### src/common/motion_regs_pkg.sv
// Purpose: Shared constants for the switch status and sequencer register bank
// Assumes: Word-wide register port driven by the serial front end, 7-bit addresses
// Notes:   Offsets are register indices as seen by the serial front end
package motion_regs_pkg;
    localparam logic [6:0]  OFS_SWITCH_REPORT   = 7'h41;
    localparam logic [6:0]  OFS_TABLE_CONTROL   = 7'h54;
    localparam logic [6:0]  OFS_CURRENT_SCALING = 7'h55;
    localparam logic [6:0]  OFS_STALL_MEASURE   = 7'h56;
    localparam logic [6:0]  OFS_POWER_STAGE     = 7'h57;
    localparam logic [6:0]  OFS_CHOPPER_DIVIDER = 7'h59;

    // Switch report bit positions
    localparam int SW_LIVE_LEFT    = 0;
    localparam int SW_LIVE_RIGHT   = 1;
    localparam int SW_LATCH_LEFT   = 2;
    localparam int SW_LATCH_RIGHT  = 3;
    localparam int SW_STOP_LEFT    = 4;
    localparam int SW_STOP_RIGHT   = 5;
    localparam int SW_STALL_HALT   = 6;

    // Table control fields
    localparam int TBL_LEN_LSB     = 0;
    localparam int TBL_LEN_MSB     = 3;
    localparam int TBL_STOP_BIT    = 8;
    localparam logic [3:0] TBL_LEN_MAX = 4'hB;
    localparam logic [8:0] TBL_CONTROL_RESET = 9'h000;

    // Current scaling fields
    localparam int CUR_RUN_LSB     = 0;
    localparam int CUR_RUN_MSB     = 4;
    localparam int CUR_RUN_MIX     = 7;
    localparam int CUR_IDLE_LSB    = 8;
    localparam int CUR_IDLE_MSB    = 12;
    localparam int CUR_IDLE_MIX    = 15;
    localparam int CUR_TRIP_LSB    = 16;
    localparam int CUR_TRIP_MSB    = 18;
    localparam logic [23:0] CUR_SCALING_RESET = 24'h000090;
    localparam logic [4:0]  AMP_FULL = 5'h10;

    // Driver status bit positions
    localparam int DRV_ERROR_BIT   = 0;
    localparam int DRV_OTPW_BIT    = 1;
    localparam int DRV_STALL_BIT   = 2;

    // Chopper divider limits
    localparam logic [11:0] CHOP_DIV_MIN   = 12'h060;
    localparam logic [11:0] CHOP_DIV_MAX   = 12'h332;
    localparam logic [11:0] CHOP_DIV_RESET = 12'h280;

    typedef enum logic [1:0] {
        AMP_RUN  = 2'b01,
        AMP_IDLE = 2'b10
    } amp_state_t;
endpackage

### src/design/coil_current_scaler.sv
// Purpose: Selects run or idle amplitude and scales two sine entries
// Assumes: Standstill is a level from the ramp logic; delay given in clock cycles
// Notes:   Amplitudes above sixteen are clamped to full scale
`timescale 1ns/10ps
module coil_current_scaler
    import motion_regs_pkg::*;
(
    input  wire logic               clock,
    input  wire logic               resetn,
    input  wire logic [23:0]        scaling,
    input  wire logic               standstill,
    input  wire logic [23:0]        standby_delay,
    input  wire logic signed [11:0] entry_a,
    input  wire logic signed [11:0] entry_b,
    output logic signed [11:0]      coil_a,
    output logic signed [11:0]      coil_b,
    output logic                    driver_enable,
    output logic                    blend_decay_en,
    output logic                    idle_active
);
    amp_state_t  state_reg;
    logic [23:0] still_cnt_reg;
    logic [4:0]  amp_raw;
    logic [4:0]  amplitude;
    logic        mix_sel;

    // Standstill timer; any motion restarts it
    always_ff @(posedge clock or negedge resetn) begin
        if (!resetn) begin
            still_cnt_reg <= 24'h000000;
        end else if (!standstill) begin
            still_cnt_reg <= 24'h000000;
        end else if (still_cnt_reg != standby_delay) begin
            still_cnt_reg <= still_cnt_reg + 24'h000001;
        end
    end

    // Run or idle amplitude selection
    always_ff @(posedge clock or negedge resetn) begin
        if (!resetn) begin
            state_reg <= AMP_RUN;
        end else begin
            case (state_reg)
                AMP_RUN: begin
                    if (standstill && still_cnt_reg == standby_delay) begin
                        state_reg <= AMP_IDLE;
                    end
                end
                AMP_IDLE: begin
                    if (!standstill) begin
                        state_reg <= AMP_RUN;
                    end
                end
                default: state_reg <= AMP_RUN;
            endcase
        end
    end

    // Field pick; clamp keeps the product inside twelve bits
    always_comb begin
        if (state_reg == AMP_IDLE) begin
            amp_raw = scaling[CUR_IDLE_MSB:CUR_IDLE_LSB];
            mix_sel = scaling[CUR_IDLE_MIX];
        end else begin
            amp_raw = scaling[CUR_RUN_MSB:CUR_RUN_LSB];
            mix_sel = scaling[CUR_RUN_MIX];
        end
        amplitude = (amp_raw > AMP_FULL) ? AMP_FULL : amp_raw;
    end

    // Registered scaled outputs
    always_ff @(posedge clock or negedge resetn) begin
        if (!resetn) begin
            coil_a         <= 12'sh000;
            coil_b         <= 12'sh000;
            driver_enable  <= 1'b0;
            blend_decay_en <= 1'b0;
            idle_active    <= 1'b0;
        end else begin
            coil_a         <= 12'(18'(entry_a * $signed({1'b0, amplitude})) >>> 4);
            coil_b         <= 12'(18'(entry_b * $signed({1'b0, amplitude})) >>> 4);
            driver_enable  <= (amplitude != 5'h00); // Zero disables the driver
            blend_decay_en <= mix_sel;
            idle_active    <= (state_reg == AMP_IDLE);
        end
    end
endmodule

### src/design/switch_status_and_sequencer_config.sv
// Purpose: Switch status word and microstep sequencer configuration registers
// Assumes: Serial front end presents one-cycle read and write strobes per access
// Notes:   Read data is registered, valid the cycle after the read strobe
`timescale 1ns/10ps
module switch_status_and_sequencer_config
    import motion_regs_pkg::*;
(
    // Clock, reset and register port
    input  wire logic               clock,
    input  wire logic               resetn,
    input  wire logic [6:0]         reg_addr,
    input  wire logic [31:0]        reg_wdata,
    input  wire logic               reg_write,
    input  wire logic               reg_read,
    output logic [31:0]             reg_rdata,
    // Switch, latch and stop inputs
    input  wire logic               switch_left_active,
    input  wire logic               switch_right_active,
    input  wire logic               latch_left_captured,
    input  wire logic               latch_right_captured,
    input  wire logic               stop_left_active,
    input  wire logic               stop_right_active,
    input  wire logic               stall_stop_event,
    // Power stage sense inputs
    input  wire logic [2:0]         stall_value_in,
    input  wire logic               drv_error,
    input  wire logic               drv_otpw,
    input  wire logic               drv_stall,
    // Motion and sine table inputs
    input  wire logic               step_pulse,
    input  wire logic               step_dir,
    input  wire logic               standstill,
    input  wire logic [23:0]        standby_delay,
    input  wire logic signed [11:0] sine_a,
    input  wire logic signed [11:0] sine_b,
    // Sequencer and register outputs
    output logic [12:0]             table_index,
    output logic [11:0]             ustep_resolution,
    output logic [2:0]              stall_trip_level,
    output logic [11:0]             chopper_div,
    // Scaled coil outputs
    output logic signed [11:0]      coil_a,
    output logic signed [11:0]      coil_b,
    output logic                    driver_enable,
    output logic                    run_blend_decay_en,
    output logic                    idle_blend_decay_en,
    output logic                    blend_decay_en,
    output logic                    idle_active
);
    // Stored registers
    logic [8:0]  table_control_reg;
    logic [23:0] scaling_reg;
    logic [11:0] chopper_div_reg;
    logic [12:0] index_reg;

    // Status flags and decode
    logic        latch_left_reg;
    logic        latch_right_reg;
    logic        stall_halt_flag_reg;
    logic        status_read;
    logic [6:0]  switch_report;
    logic [3:0]  len_code;
    logic [12:0] step_amount;

    // Length code clamped so codes above full stepping act as full stepping
    function automatic logic [3:0] clamp_len(input logic [3:0] code);
        clamp_len = (code > TBL_LEN_MAX) ? TBL_LEN_MAX : code;
    endfunction

    // Index step per microstep input; stepping by 2^code keeps 8192 wrap
    function automatic logic [12:0] step_size(input logic [3:0] code);
        step_size = 13'h0001 << clamp_len(code);
    endfunction

    // Strobe qualified by one register offset
    function automatic logic hit(input logic strobe, input logic [6:0] addr,
                                 input logic [6:0] ofs);
        hit = strobe && (addr == ofs);
    endfunction

    // Status read strobe and the decoded length code
    assign status_read = hit(reg_read, reg_addr, OFS_SWITCH_REPORT);
    assign len_code    = table_control_reg[TBL_LEN_MSB:TBL_LEN_LSB];
    assign step_amount = step_size(len_code); // Codes past full stepping act as 11

    // Left latch ready; set beats clear, so an event during the read survives it
    always_ff @(posedge clock or negedge resetn) begin
        if (!resetn) begin
            latch_left_reg <= 1'b0;
        end else if (latch_left_captured) begin
            latch_left_reg <= 1'b1;
        end else if (status_read) begin
            latch_left_reg <= 1'b0;
        end
    end

    // Right latch ready, same priority as the left one
    always_ff @(posedge clock or negedge resetn) begin
        if (!resetn) begin
            latch_right_reg <= 1'b0;
        end else if (latch_right_captured) begin
            latch_right_reg <= 1'b1;
        end else if (status_read) begin
            latch_right_reg <= 1'b0;
        end
    end

    // Stall stop flag; losing a stall to a racing clear would hide a fault
    always_ff @(posedge clock or negedge resetn) begin
        if (!resetn) begin
            stall_halt_flag_reg <= 1'b0;
        end else if (stall_stop_event) begin
            stall_halt_flag_reg <= 1'b1;
        end else if (status_read) begin
            stall_halt_flag_reg <= 1'b0;
        end
    end

    // Assembled status word; live bits are not stored
    always_comb begin
        switch_report                 = 7'h00;
        switch_report[SW_LIVE_LEFT]   = switch_left_active;
        switch_report[SW_LIVE_RIGHT]  = switch_right_active;
        switch_report[SW_LATCH_LEFT]  = latch_left_reg;
        switch_report[SW_LATCH_RIGHT] = latch_right_reg;
        switch_report[SW_STOP_LEFT]   = stop_left_active;
        switch_report[SW_STOP_RIGHT]  = stop_right_active;
        switch_report[SW_STALL_HALT]  = stall_halt_flag_reg;
    end

    // Sequencer mode register
    always_ff @(posedge clock or negedge resetn) begin
        if (!resetn) begin
            table_control_reg <= TBL_CONTROL_RESET;
        end else if (hit(reg_write, reg_addr, OFS_TABLE_CONTROL)) begin
            table_control_reg <= reg_wdata[8:0];
        end
    end

    // Current scaling register; also carries the stall trip level
    always_ff @(posedge clock or negedge resetn) begin
        if (!resetn) begin
            scaling_reg <= CUR_SCALING_RESET;
        end else if (hit(reg_write, reg_addr, OFS_CURRENT_SCALING)) begin
            scaling_reg <= reg_wdata[23:0];
        end
    end

    // Chopper divider; too small a divider is unsafe for the power stage
    always_ff @(posedge clock or negedge resetn) begin
        if (!resetn) begin
            chopper_div_reg <= CHOP_DIV_RESET;
        end else if (hit(reg_write, reg_addr, OFS_CHOPPER_DIVIDER)) begin
            if (reg_wdata[11:0] < CHOP_DIV_MIN) begin
                chopper_div_reg <= CHOP_DIV_MIN;
            end else begin
                chopper_div_reg <= reg_wdata[11:0];
            end
        end
    end

    // Read mux, pre-clear values captured with the strobe
    always_ff @(posedge clock or negedge resetn) begin
        if (!resetn) begin
            reg_rdata <= 32'h00000000;
        end else if (reg_read) begin
            case (reg_addr)
                OFS_SWITCH_REPORT: reg_rdata <= {25'h0000000, switch_report};
                OFS_TABLE_CONTROL: reg_rdata <= {23'h000000, table_control_reg};
                OFS_STALL_MEASURE: reg_rdata <= {29'h00000000, stall_value_in};
                OFS_POWER_STAGE:   reg_rdata <= {29'h00000000, drv_stall,
                                                 drv_otpw, drv_error};
                default:           reg_rdata <= 32'h00000000; // Write-only and unmapped
            endcase
        end
    end

    // Table index advance, frozen while the stop bit is set
    always_ff @(posedge clock or negedge resetn) begin
        if (!resetn) begin
            index_reg <= 13'h0000;
        end else if (step_pulse && !table_control_reg[TBL_STOP_BIT]) begin
            if (step_dir) begin
                index_reg <= index_reg + step_amount;
            end else begin
                index_reg <= index_reg - step_amount;
            end
        end
    end

    // Microsteps per full step: 8192 >> code, then a quarter of that
    always_ff @(posedge clock or negedge resetn) begin
        if (!resetn) begin
            ustep_resolution <= 12'h000;
        end else begin
            ustep_resolution <= 12'(14'h0800 >> clamp_len(len_code));
        end
    end

    // Register views on the ports
    assign table_index         = index_reg;
    assign chopper_div         = chopper_div_reg;

    // Trip level shares the current scaling register
    assign stall_trip_level    = scaling_reg[CUR_TRIP_MSB:CUR_TRIP_LSB];

    // Blend decay enables as stored
    assign run_blend_decay_en  = scaling_reg[CUR_RUN_MIX];
    assign idle_blend_decay_en = scaling_reg[CUR_IDLE_MIX];

    // Amplitude scaling and standby switch-over
    coil_current_scaler scaler (
        .clock          (clock),
        .resetn         (resetn),
        .scaling        (scaling_reg),
        .standstill     (standstill),
        .standby_delay  (standby_delay),
        .entry_a        (sine_a),
        .entry_b        (sine_b),
        .coil_a         (coil_a),
        .coil_b         (coil_b),
        .driver_enable  (driver_enable),
        .blend_decay_en (blend_decay_en),
        .idle_active    (idle_active)
    );
endmodule

### config.mk
export PLATFORM = sky130hd
export DESIGN_NAME = switch_status_and_sequencer_config
export DESIGN_NICKNAME = d
export VERILOG_FILES = /design/src/common/motion_regs_pkg.sv /design/src/design/coil_current_scaler.sv /design/src/design/switch_status_and_sequencer_config.sv
export SDC_FILE = /design/constraint.sdc
export NUM_CORES = 1
export LEC_CHECK = 0
export ABC_AREA = 1
export BUFFER_PORTS_ARGS = -buffer_cell sky130_fd_sc_hd__buf_2
export CAP_MARGIN = 10
export CORE_MARGIN = 4
export CORE_UTILIZATION = 55
export CTS_CLUSTER_DIAMETER = 50
export CTS_CLUSTER_SIZE = 40
export DETAILED_ROUTE_END_ITERATION = 16
export PLACE_DENSITY = 0.8
export RECOVER_POWER = 100
export SLEW_MARGIN = 30
export SYNTH_ARGS = -nofsm -noshare
export SYNTH_HDL_FRONTEND = slang
export SYNTH_SLANG_ARGS = --single-unit
### constraint.sdc
create_clock -name clock -period 4.8 [get_ports clock]
set_input_delay 0.96 -clock clock [delete_from_list [all_inputs] [get_ports clock]]
set_output_delay 0.96 -clock clock [all_outputs]
set_load 0.02 [all_outputs]
; ---- After elaboration in Yosys (flattened, before gate mapping)
; Cells that the tools add are included.
[classes]
n_mux = 16
n_eq_ne = 13
n_mul = 2
add_sub_neg = 3
shifts = 2
order_cmp = 3
n_reduce_logical = 12
[ops]
columns = op, n
row1 = 24-bit 2-to-1 mux, 2
row2 = 7-bit == test (second input constant), 6
row3 = 9-bit case mux with 4 select lines, 1
row4 = 12-bit by 6-bit multiplier with 16-bit output, 2
row5 = 24-bit by 1-bit adder with 24-bit output (second input constant), 1
row6 = 24-bit == test, 1
row7 = 24-bit inequality test, 1
row8 = 13-bit adder, 1
row9 = 13-bit 2-to-1 mux, 1
row10 = 1-bit by 4-bit left shift with 13-bit output (first input constant), 1
row11 = 13-bit subtractor, 1
row12 = 12-bit by 7-bit < comparator with 1-bit output (second input constant), 1
row13 = 12-bit 2-to-1 mux, 1
row14 = 12-bit by 4-bit right shift with 12-bit output (first input constant), 1
row15 = 5-bit 2-to-1 mux, 2
row16 = 1-bit logical AND, 6
row17 = 2-bit nonzero test, 3
row18 = 5-bit > comparator (second input constant), 1
row19 = 1-bit 2-to-1 mux, 5
row20 = 5-bit nonzero test, 1
row21 = 4-bit > comparator (second input constant), 1
row22 = 2-bit 2-to-1 mux, 2
row23 = 4-bit 2-to-1 mux, 1
row24 = 2-bit by 1-bit inequality test with 1-bit output (second input constant), 2
row25 = other kinds (6), 6
[word_totals]
reg_bits = 153
out_inout_bits = 101
elab_cells = 67
inputBits = 107

; ---- Longest topological paths before layout
; Gate-level depths: netlist of the first run.
[depth]
ltp_word = 5
depth_mapped = 29
ltp_nobuf = 29

; ---- Hierarchy
; A second synthesis of the first run with hierarchy kept.
[unflattened]
cells_unflattened = 1435
area_unflattened_um2 = 11113.2
[by_module_without_submodules]
columns = module, seq_area_each_um2, cells_each, n_inst, area_each_um2
row1 = coil_current_scaler, 1327.5, 879, 1, 6683.9
row2 = switch_status_and_sequencer_config, 2057.0, 556, 1, 4429.2

; ---- Worst setup path before layout of the first run
; Ideal clock, no wire load.
[synth_path]
path_kind = register to register
startpoint = reg scaler.state_reg[0]
endpoint = reg scaler.coil_b[9]
t_arrival_ns = 4.310
setup_slack_ns = 0.373
path_buffers = 1
stages_incl_launch_ff = 27
required_ns = 4.684
setup_ns = 0.116
synth_period_minus_slack_ns = 4.427
path_cell_list = dfstp_2 inv_1 nand2_4 nand2_1 nand2_2 nor2_1 nand2_1 nand2_2 nand2_1 clkbuf_1 nor2_1 fa_1 fa_1 inv_1 fa_1 inv_1 ha_1 a21oi_1 nand2_1 nand2_1 nand2_1 a21oi_1 o21ai_0 nand3_1 nand2_1 nand2_1 nand2_1
[synth_via]
elab_chain_len = 5
[synth_lines]
columns = element, line
row1 = "start, declared", coil_current_scaler.sv:21  ; amp_state_t state_reg;
row2 = "start signal, assigned", coil_current_scaler.sv:41  ; state_reg <= AMP_RUN;
row3 = "start signal, assigned", coil_current_scaler.sv:46  ; state_reg <= AMP_IDLE;
row4 = "start signal, assigned", coil_current_scaler.sv:51  ; state_reg <= AMP_RUN;
row5 = 2-bit == test *, coil_current_scaler.sv:61  ; if (state_reg == AMP_IDLE) begin
row6 = 5-bit 2-to-1 mux *, coil_current_scaler.sv:61
row7 = 5-bit > comparator, coil_current_scaler.sv:68  ; amplitude = (amp_raw > AMP_FULL) ? AMP_FULL : amp_raw;
row8 = 5-bit 2-to-1 mux *, coil_current_scaler.sv:68
row9 = 12-bit by 6-bit multiplier with 16-bit output *, coil_current_scaler.sv:81  ; coil_b <= 12'(18'(entry_b * $signed({1'b0, amplitude})) >>> 4);
row10 = "end signal, assigned", coil_current_scaler.sv:81
row11 = "end, declared", coil_current_scaler.sv:16  ; output logic signed [11:0] coil_b,
; Every way passes the cells marked *; elsewhere a longest branch is shown, timed or not.
; A chain may end at the register's enable or synchronous reset.

; ---- Worst setup path in the final report of the first run
[layout_path]
startpoint = reg scaler.state_reg[0]
endpoint = reg scaler.coil_b[10]
; The elaborated chain is that of the path after synthesis.

==> metrics.cfg, run 1 <==
[final_layout]
area_delta_synth_final_pct=14.8
drive_above_1_share_pct=11.9
fin_nets=1752
largest_reg_flops=24
final_cells=1760

[power]
max-vdd-ir-drop_v=0.000263
power_mw=3.99
power.leakage_nw=6.38
p_per_area_nw_per_um2=331

[logic_synthesis]
syn_area_sq_um=10500
ys_ff_latch=126
synthFlopType=dfrtp_1
postSynthAreaPerCell_sq_um=7.80
synth_top_area_share_pct=28.9
synth_async_sr_flop_share_pct=100
ys_warn_count=0
yosys-top-cells-area=dfrtp_1, fa_1, nand2_1
synth_edf_count=0
synth_top_area_cell=dfrtp_1
synth_cell_types=50
synthCells=1344
seq_area_frac_synth_pct=30.1

[floorplanning]
dieArea_sq_um=21300
die_y_um=146
initial_utilization_pct=56.1
core_sq_um=18700
io_pins=208
std_cell_rows=50
die_x_um=146

[placement]
gp_congestion=0.935
placement.io_buffers=169
placed_cells=1726
hpwlAfterDp_um=20100

[sta]
hold_viol_final=0
drv_slew=127
fin_setup_tns_ps=0
hold_ws_ps=481
fin_skew_ps=10.3
clock.fmax_ghz=0.218
finalSetupViolCount=0
fin_crit_ps=4580
fin_crit_sh_pct=95.4
max-slew-margin-rel_pct=-73.3
tightest_slew_ps=2600

[clock_network]
cts.path.max_buffers=2
root_buffer=clkbuf_16
post_cts_buffers=0
clkTransAtPathRegs_ps=60
clk-insertion-delay-late_ps=410
htreeDepth=4
cts_tree=done
cts.sinks=126
cts_buffers=17

[global_route]
grt_pass1_wl_um=42700
grt_overflow=0
grt_usage_pct=24.2
grt_max_degree=102
grt_pass1_vias=9018
antenna_found_initial=1

[run_status]
outcome=complete, but fails checks
failed_checks=max-capacitance violations, max-slew violations

[hold_path]
hold_end=table_control_reg[6]
min-delay-start=table_control_reg[6]
hold_depth=2
hp-class=register to register

[critical_path]
r2r-start=scaler.state_reg[0]
reg2reg_to=scaler.coil_b[10]
worstPathRequired_ps=5090
arrival_ps=4870
path_max_fanout=14
cp-end-kind=register
rr_worst_depth=22
cp-start-kind=register
worst-r2r-setup-slack_ps=220
critical_path_class=register to register

[detailed_routing]
firstDrtPassIters=5
drc_errors=0
viasPerCell=5.22
drtIter0Drc=560
vias=9181
totalWireLength_um=25700
drtAntennaViolNets=0
wl_per_cell_um=14.6

[flow_run]
maxCapViolations=2

[stage by stage]
stage | cell area, sq um | util (%) | worst slack (ps)
4_1_cts | 12100 | 64.6 | 121
5_1_grt | 12000 | 64.4 | -67.2
3_3_place_gp | 11500 | 61.4 | 212
6_report | 12000 | 64.4 | 219
3_5_place_dp | 11500 | 61.5 | 147
2_1_floorplan | 10600 | - | 373
[layout make-up]
cell class	instances	area (sq um)
Antenna cell	1	2.50
Clock buffer	20	447
Clock inverter	12	138
Fill cell	1637	6660
Inverter	235	890
Multi-Input combinational cell	948	6250
Sequential cell	126	3160
Tap cell	234	293
Timing Repair Buffer	184	858
[cell usage in the layout (no fill, tap or decap), drive strengths merged, types with 29 or more instances in the layout]
cell    Yosys  routed
nand3      48      48
xor2       42      42
ha         64      64
buf        37     102
clkbuf     20     102
a21oi      29      29
o21ai      52      52
inv       232     235
nand2     309     309
nor2      167     167
fa         69      69
dfrtp     121     121
[report_power, final]
group | switching [mW] | internal, mW | total [mW]
clock network | 0.498 | 0.783 | 1.28
registers | 0.0956 | 1.21 | 1.31
logic | 0.933 | 0.470 | 1.40
[Yosys cell counts, types with 6 or more instances]
cell / n
xnor2_1: 24
inv_1: 231
nor4_1: 8
buf_4: 26
a21oi_1: 28
buf_1: 6
nor3_1: 16
a31oi_1: 8
fa_1: 69
o31ai_1: 6
ha_1: 64
o21ai_0: 49
nor2_1: 164
clkbuf_1: 19
nand4_1: 22
nand3_1: 48
o21bai_1: 6
xor2_1: 42
dfrtp_1: 121
nand2_1: 303
nand3b_1: 14
[cell families (layout without fill, tap and decap cells)]
kind of cell	Yosys count	count (layout)	share of synthesized area, %
simple gates	595	595	24.0
buf+inv	292	451	11.6
fa+ha+maj	133	133	20.8
compound gates	126	126	7.37
flops	126	126	30.1
xor+xnor	66	66	5.51
mux	5	5	0.537
other cells	1	24	0.0358
[critical path: stages, from the launching register on]
cell and delay, ps:
dfstp_2 520, inv_2 60, nand2_4 100, nand2_1 100
nand2_4 120, nor2_2 60, nand2_1 110, nand2_4 100
nand2_2 130, buf_8 170, nor2_1 80, fa_1 570
inv_1 100, fa_1 530, fa_1 550, inv_1 40
ha_1 310, inv_1 80, nor3_2 220, nor3b_1 230
nand2_1 110, nand3_1 80, nand2_1 80
[how the worst max path moves through the flow]
stage	to	startpoint	slack, ps	depth (start not counted)
finish	scaler.coil_b[10]	scaler.state_reg[0]	220	22
global route	scaler.coil_b[10]	scaler.state_reg[0]	-70	21
CTS	scaler.coil_b[10]	scaler.state_reg[0]	120	22
detailed placement	scaler.coil_b[9]	scaler.state_reg[0]	150	24
global placement	scaler.coil_b[9]	scaler.state_reg[0]	210	26
floorplan	scaler.coil_b[9]	scaler.state_reg[0]	370	26
[timing repair]
action | in CTS | in global routing
setup endpoints to repair | 0 | 11
resized for setup | 0 | 26
hold buffers | 0 | 0
[per-layer routing]
layer	GRT usage, %	routed length (um)	vias up
li1	-	-	4482
met1	33.0	11300	4358
met2	40.1	12300	297
met3	3.57	1420	44
met4	8.18	637	0
met5	0	0	-
Power figures use the tool's default switching activity.
==> run 2: changes to the inputs <==
--- a/config.mk
+++ b/config.mk
@@ -9,12 +9,12 @@
 export BUFFER_PORTS_ARGS = -buffer_cell sky130_fd_sc_hd__buf_2
 export CAP_MARGIN = 10
 export CORE_MARGIN = 4
-export CORE_UTILIZATION = 55
+export CORE_UTILIZATION = 57
 export CTS_CLUSTER_DIAMETER = 50
 export CTS_CLUSTER_SIZE = 40
 export DETAILED_ROUTE_END_ITERATION = 16
-export PLACE_DENSITY = 0.8
-export RECOVER_POWER = 100
+export PLACE_DENSITY = 0.82
+export RECOVER_POWER = 25
 export SLEW_MARGIN = 30
 export SYNTH_ARGS = -nofsm -noshare
 export SYNTH_HDL_FRONTEND = slang
==> metrics.cfg, run 2 (synthesized netlist as in run 1, its figures left out) <==
[sta]
fin_crit_sh_pct=96.3  ; +0.89 points
fin_setup_tns_ps=0  ; unchanged
max-slew-margin-rel_pct=-57.7  ; +16 points
finalSetupViolCount=0  ; unchanged
clock.fmax_ghz=0.216  ; -0.92%
fin_skew_ps=12.1  ; +1.81 ps
hold_viol_final=0  ; unchanged
fin_crit_ps=4620  ; +42.5 ps
tightest_slew_ps=2370  ; -234 ps
drv_slew=95  ; -25%

[final_layout]
n_antenna_cell=0  ; -1
largest_reg_flops=24  ; unchanged
area_delta_synth_final_pct=15.8
drive_above_1_share_pct=17.5  ; +5.5 points
seqCellArea_sq_um=3160  ; unchanged
fin_nets=1751  ; -0.057%
final_common_cell=nand2_1
fin_util_pct=67.4  ; +3.0 points
design_area_sq_um=12100  ; +0.89%
multi_input_area_sq_um=6260  ; +0.12%
nFillCells=1530  ; -6.5%
final_cell_mix=nand2_1, inv_1, buf_2, nor2_1, dfrtp_1

[hold_path]
hp-class=register to register
hold_depth=1  ; -1

[placement]
gp_congestion=0.935  ; about the same
placement.io_buffers=169  ; unchanged
placed_area_sq_um=11500  ; -0.14%
hpwlAfterDp_um=20000  ; -0.28%

[floorplanning]
io_pins=208  ; unchanged
die_x_um=144  ; -1.7%
std_cell_rows=49  ; -2.0%
die_y_um=144  ; -1.7%
initial_utilization_pct=58.2  ; +2.1 points
dieArea_sq_um=20600  ; -3.3%
core_sq_um=18000  ; -3.6%

[clock_network]
root_buffer=clkbuf_16
clk-insertion-delay-late_ps=410  ; about the same
cts_tree=done
cts.sinks=126  ; unchanged
clkTransAtPathRegs_ps=70  ; about the same
htreeDepth=4  ; unchanged
cts_buffers=17  ; unchanged
cts.path.max_buffers=2  ; unchanged

[global_route]
grt_overflow=0  ; unchanged
grt.busiest_layer=met2
grt_max_degree=95  ; -6.9%
antenna_found_initial=0  ; -1
grt_pass1_vias=8677  ; -3.8%
use_met2_pct=40.1  ; +0.087 points
grt_pass1_wl_um=41600  ; -2.5%
use_met1_pct=35.9  ; +2.9 points
grt_usage_pct=25.1  ; +0.84 points
met3_usage_pct=3.76  ; +0.19 points

[critical_path]
cp-start-kind=register
max_stage_delay_ps=530  ; -40 ps
worstPathRequired_ps=5090  ; about the same
critical_path_class=register to register
crit_path_frequent_cell=nand2_1
critPathTopFamily=adder cells
rr_worst_depth=25  ; +14%
arrival_ps=4920  ; +50 ps
crit_cells=25  ; +14%
timing.critical_path.buf_inv=6  ; +1
path_max_fanout=6  ; -8
crit_slowest_cell=fa_1
cp-end-kind=register

[detailed_routing]
wl_per_cell_um=14.5  ; -0.47%
totalWireLength_um=25500  ; -0.87%
drtAntennaViolNets=0  ; unchanged
drtIter0Drc=640  ; +14%
vias=9104  ; -0.84%
viasPerCell=5.19  ; -0.44%
firstDrtPassIters=7  ; +2
drc_errors=0  ; unchanged

[flow_run]
maxCapViolations=1  ; -1

[power]
max-vdd-ir-drop_v=0.000248  ; -5.8%
power.leakage_nw=6.73  ; +5.4%
p_per_area_nw_per_um2=330  ; -0.41%

[run_status]
outcome=complete, but fails checks
failed_checks=max-capacitance violations, max-slew violations

==> run 2: per-stage QoR <==
step / total power [mW] / cells / setup WS [ps] / hold WS [ps]
2_1_floorplan: 2.31 / 1366 / 373 / 443
3_3_place_gp: 2.70 / 1718 / 151 / 455
3_5_place_dp: 2.73 / 1718 / 38.4 / 464
4_1_cts: 4.02 / 1750 / 33.7 / 482
5_1_grt: 4.27 / 1753 / -58.7 / 503
6_report: 4.01 / 1753 / 177 / 476
==> run 2: timing repair <==
action                     in CTS  in global routing
gates resized for setup         0                 24
setup endpoints to repair       0                 11
hold buffers                    0                  0
setup buffers                   0                  3
==> run 2: routing by layer <==
metal | part of all wire (%) | vias to the layer above
met1 | 45 | 4286
met2 | 47 | 304
met4 | 1.9 | 0
li1 | - | 4475
met3 | 5.8 | 39
met5 | 0 | -
==> run 2: path summary, 6_finish.rpt <==
path	slack [ps]	endpoint	start
max	180	scaler.coil_b[10]	scaler.state_reg[0]
min	480	table_index[12]	table_index[12]
max reg2reg	180	scaler.coil_b[10]	scaler.state_reg[0]
min reg2reg	480	table_index[12]	table_index[12]
max in group asynchronous	1980	scaler.state_reg[1]	resetn
min in group asynchronous	1240	reg_rdata[7]	resetn
==> run 2: cell type report <==
cell class | count | share of cell area (%)
Sequential cell | 126 | 26.0
Inverter | 235 | 7.32
Timing Repair Buffer | 183 | 8.02
Clock buffer | 18 | 3.53
Clock inverter | 14 | 1.22
Multi-Input combinational cell | 948 | 51.5
Tap cell | 229 | 2.36
==> run 2: report_power, final <==
part | internal, mW | total, mW | switching (mW)
logic | 0.504 | 1.43 | 0.927
clock network | 0.733 | 1.28 | 0.545
registers | 1.21 | 1.30 | 0.0908
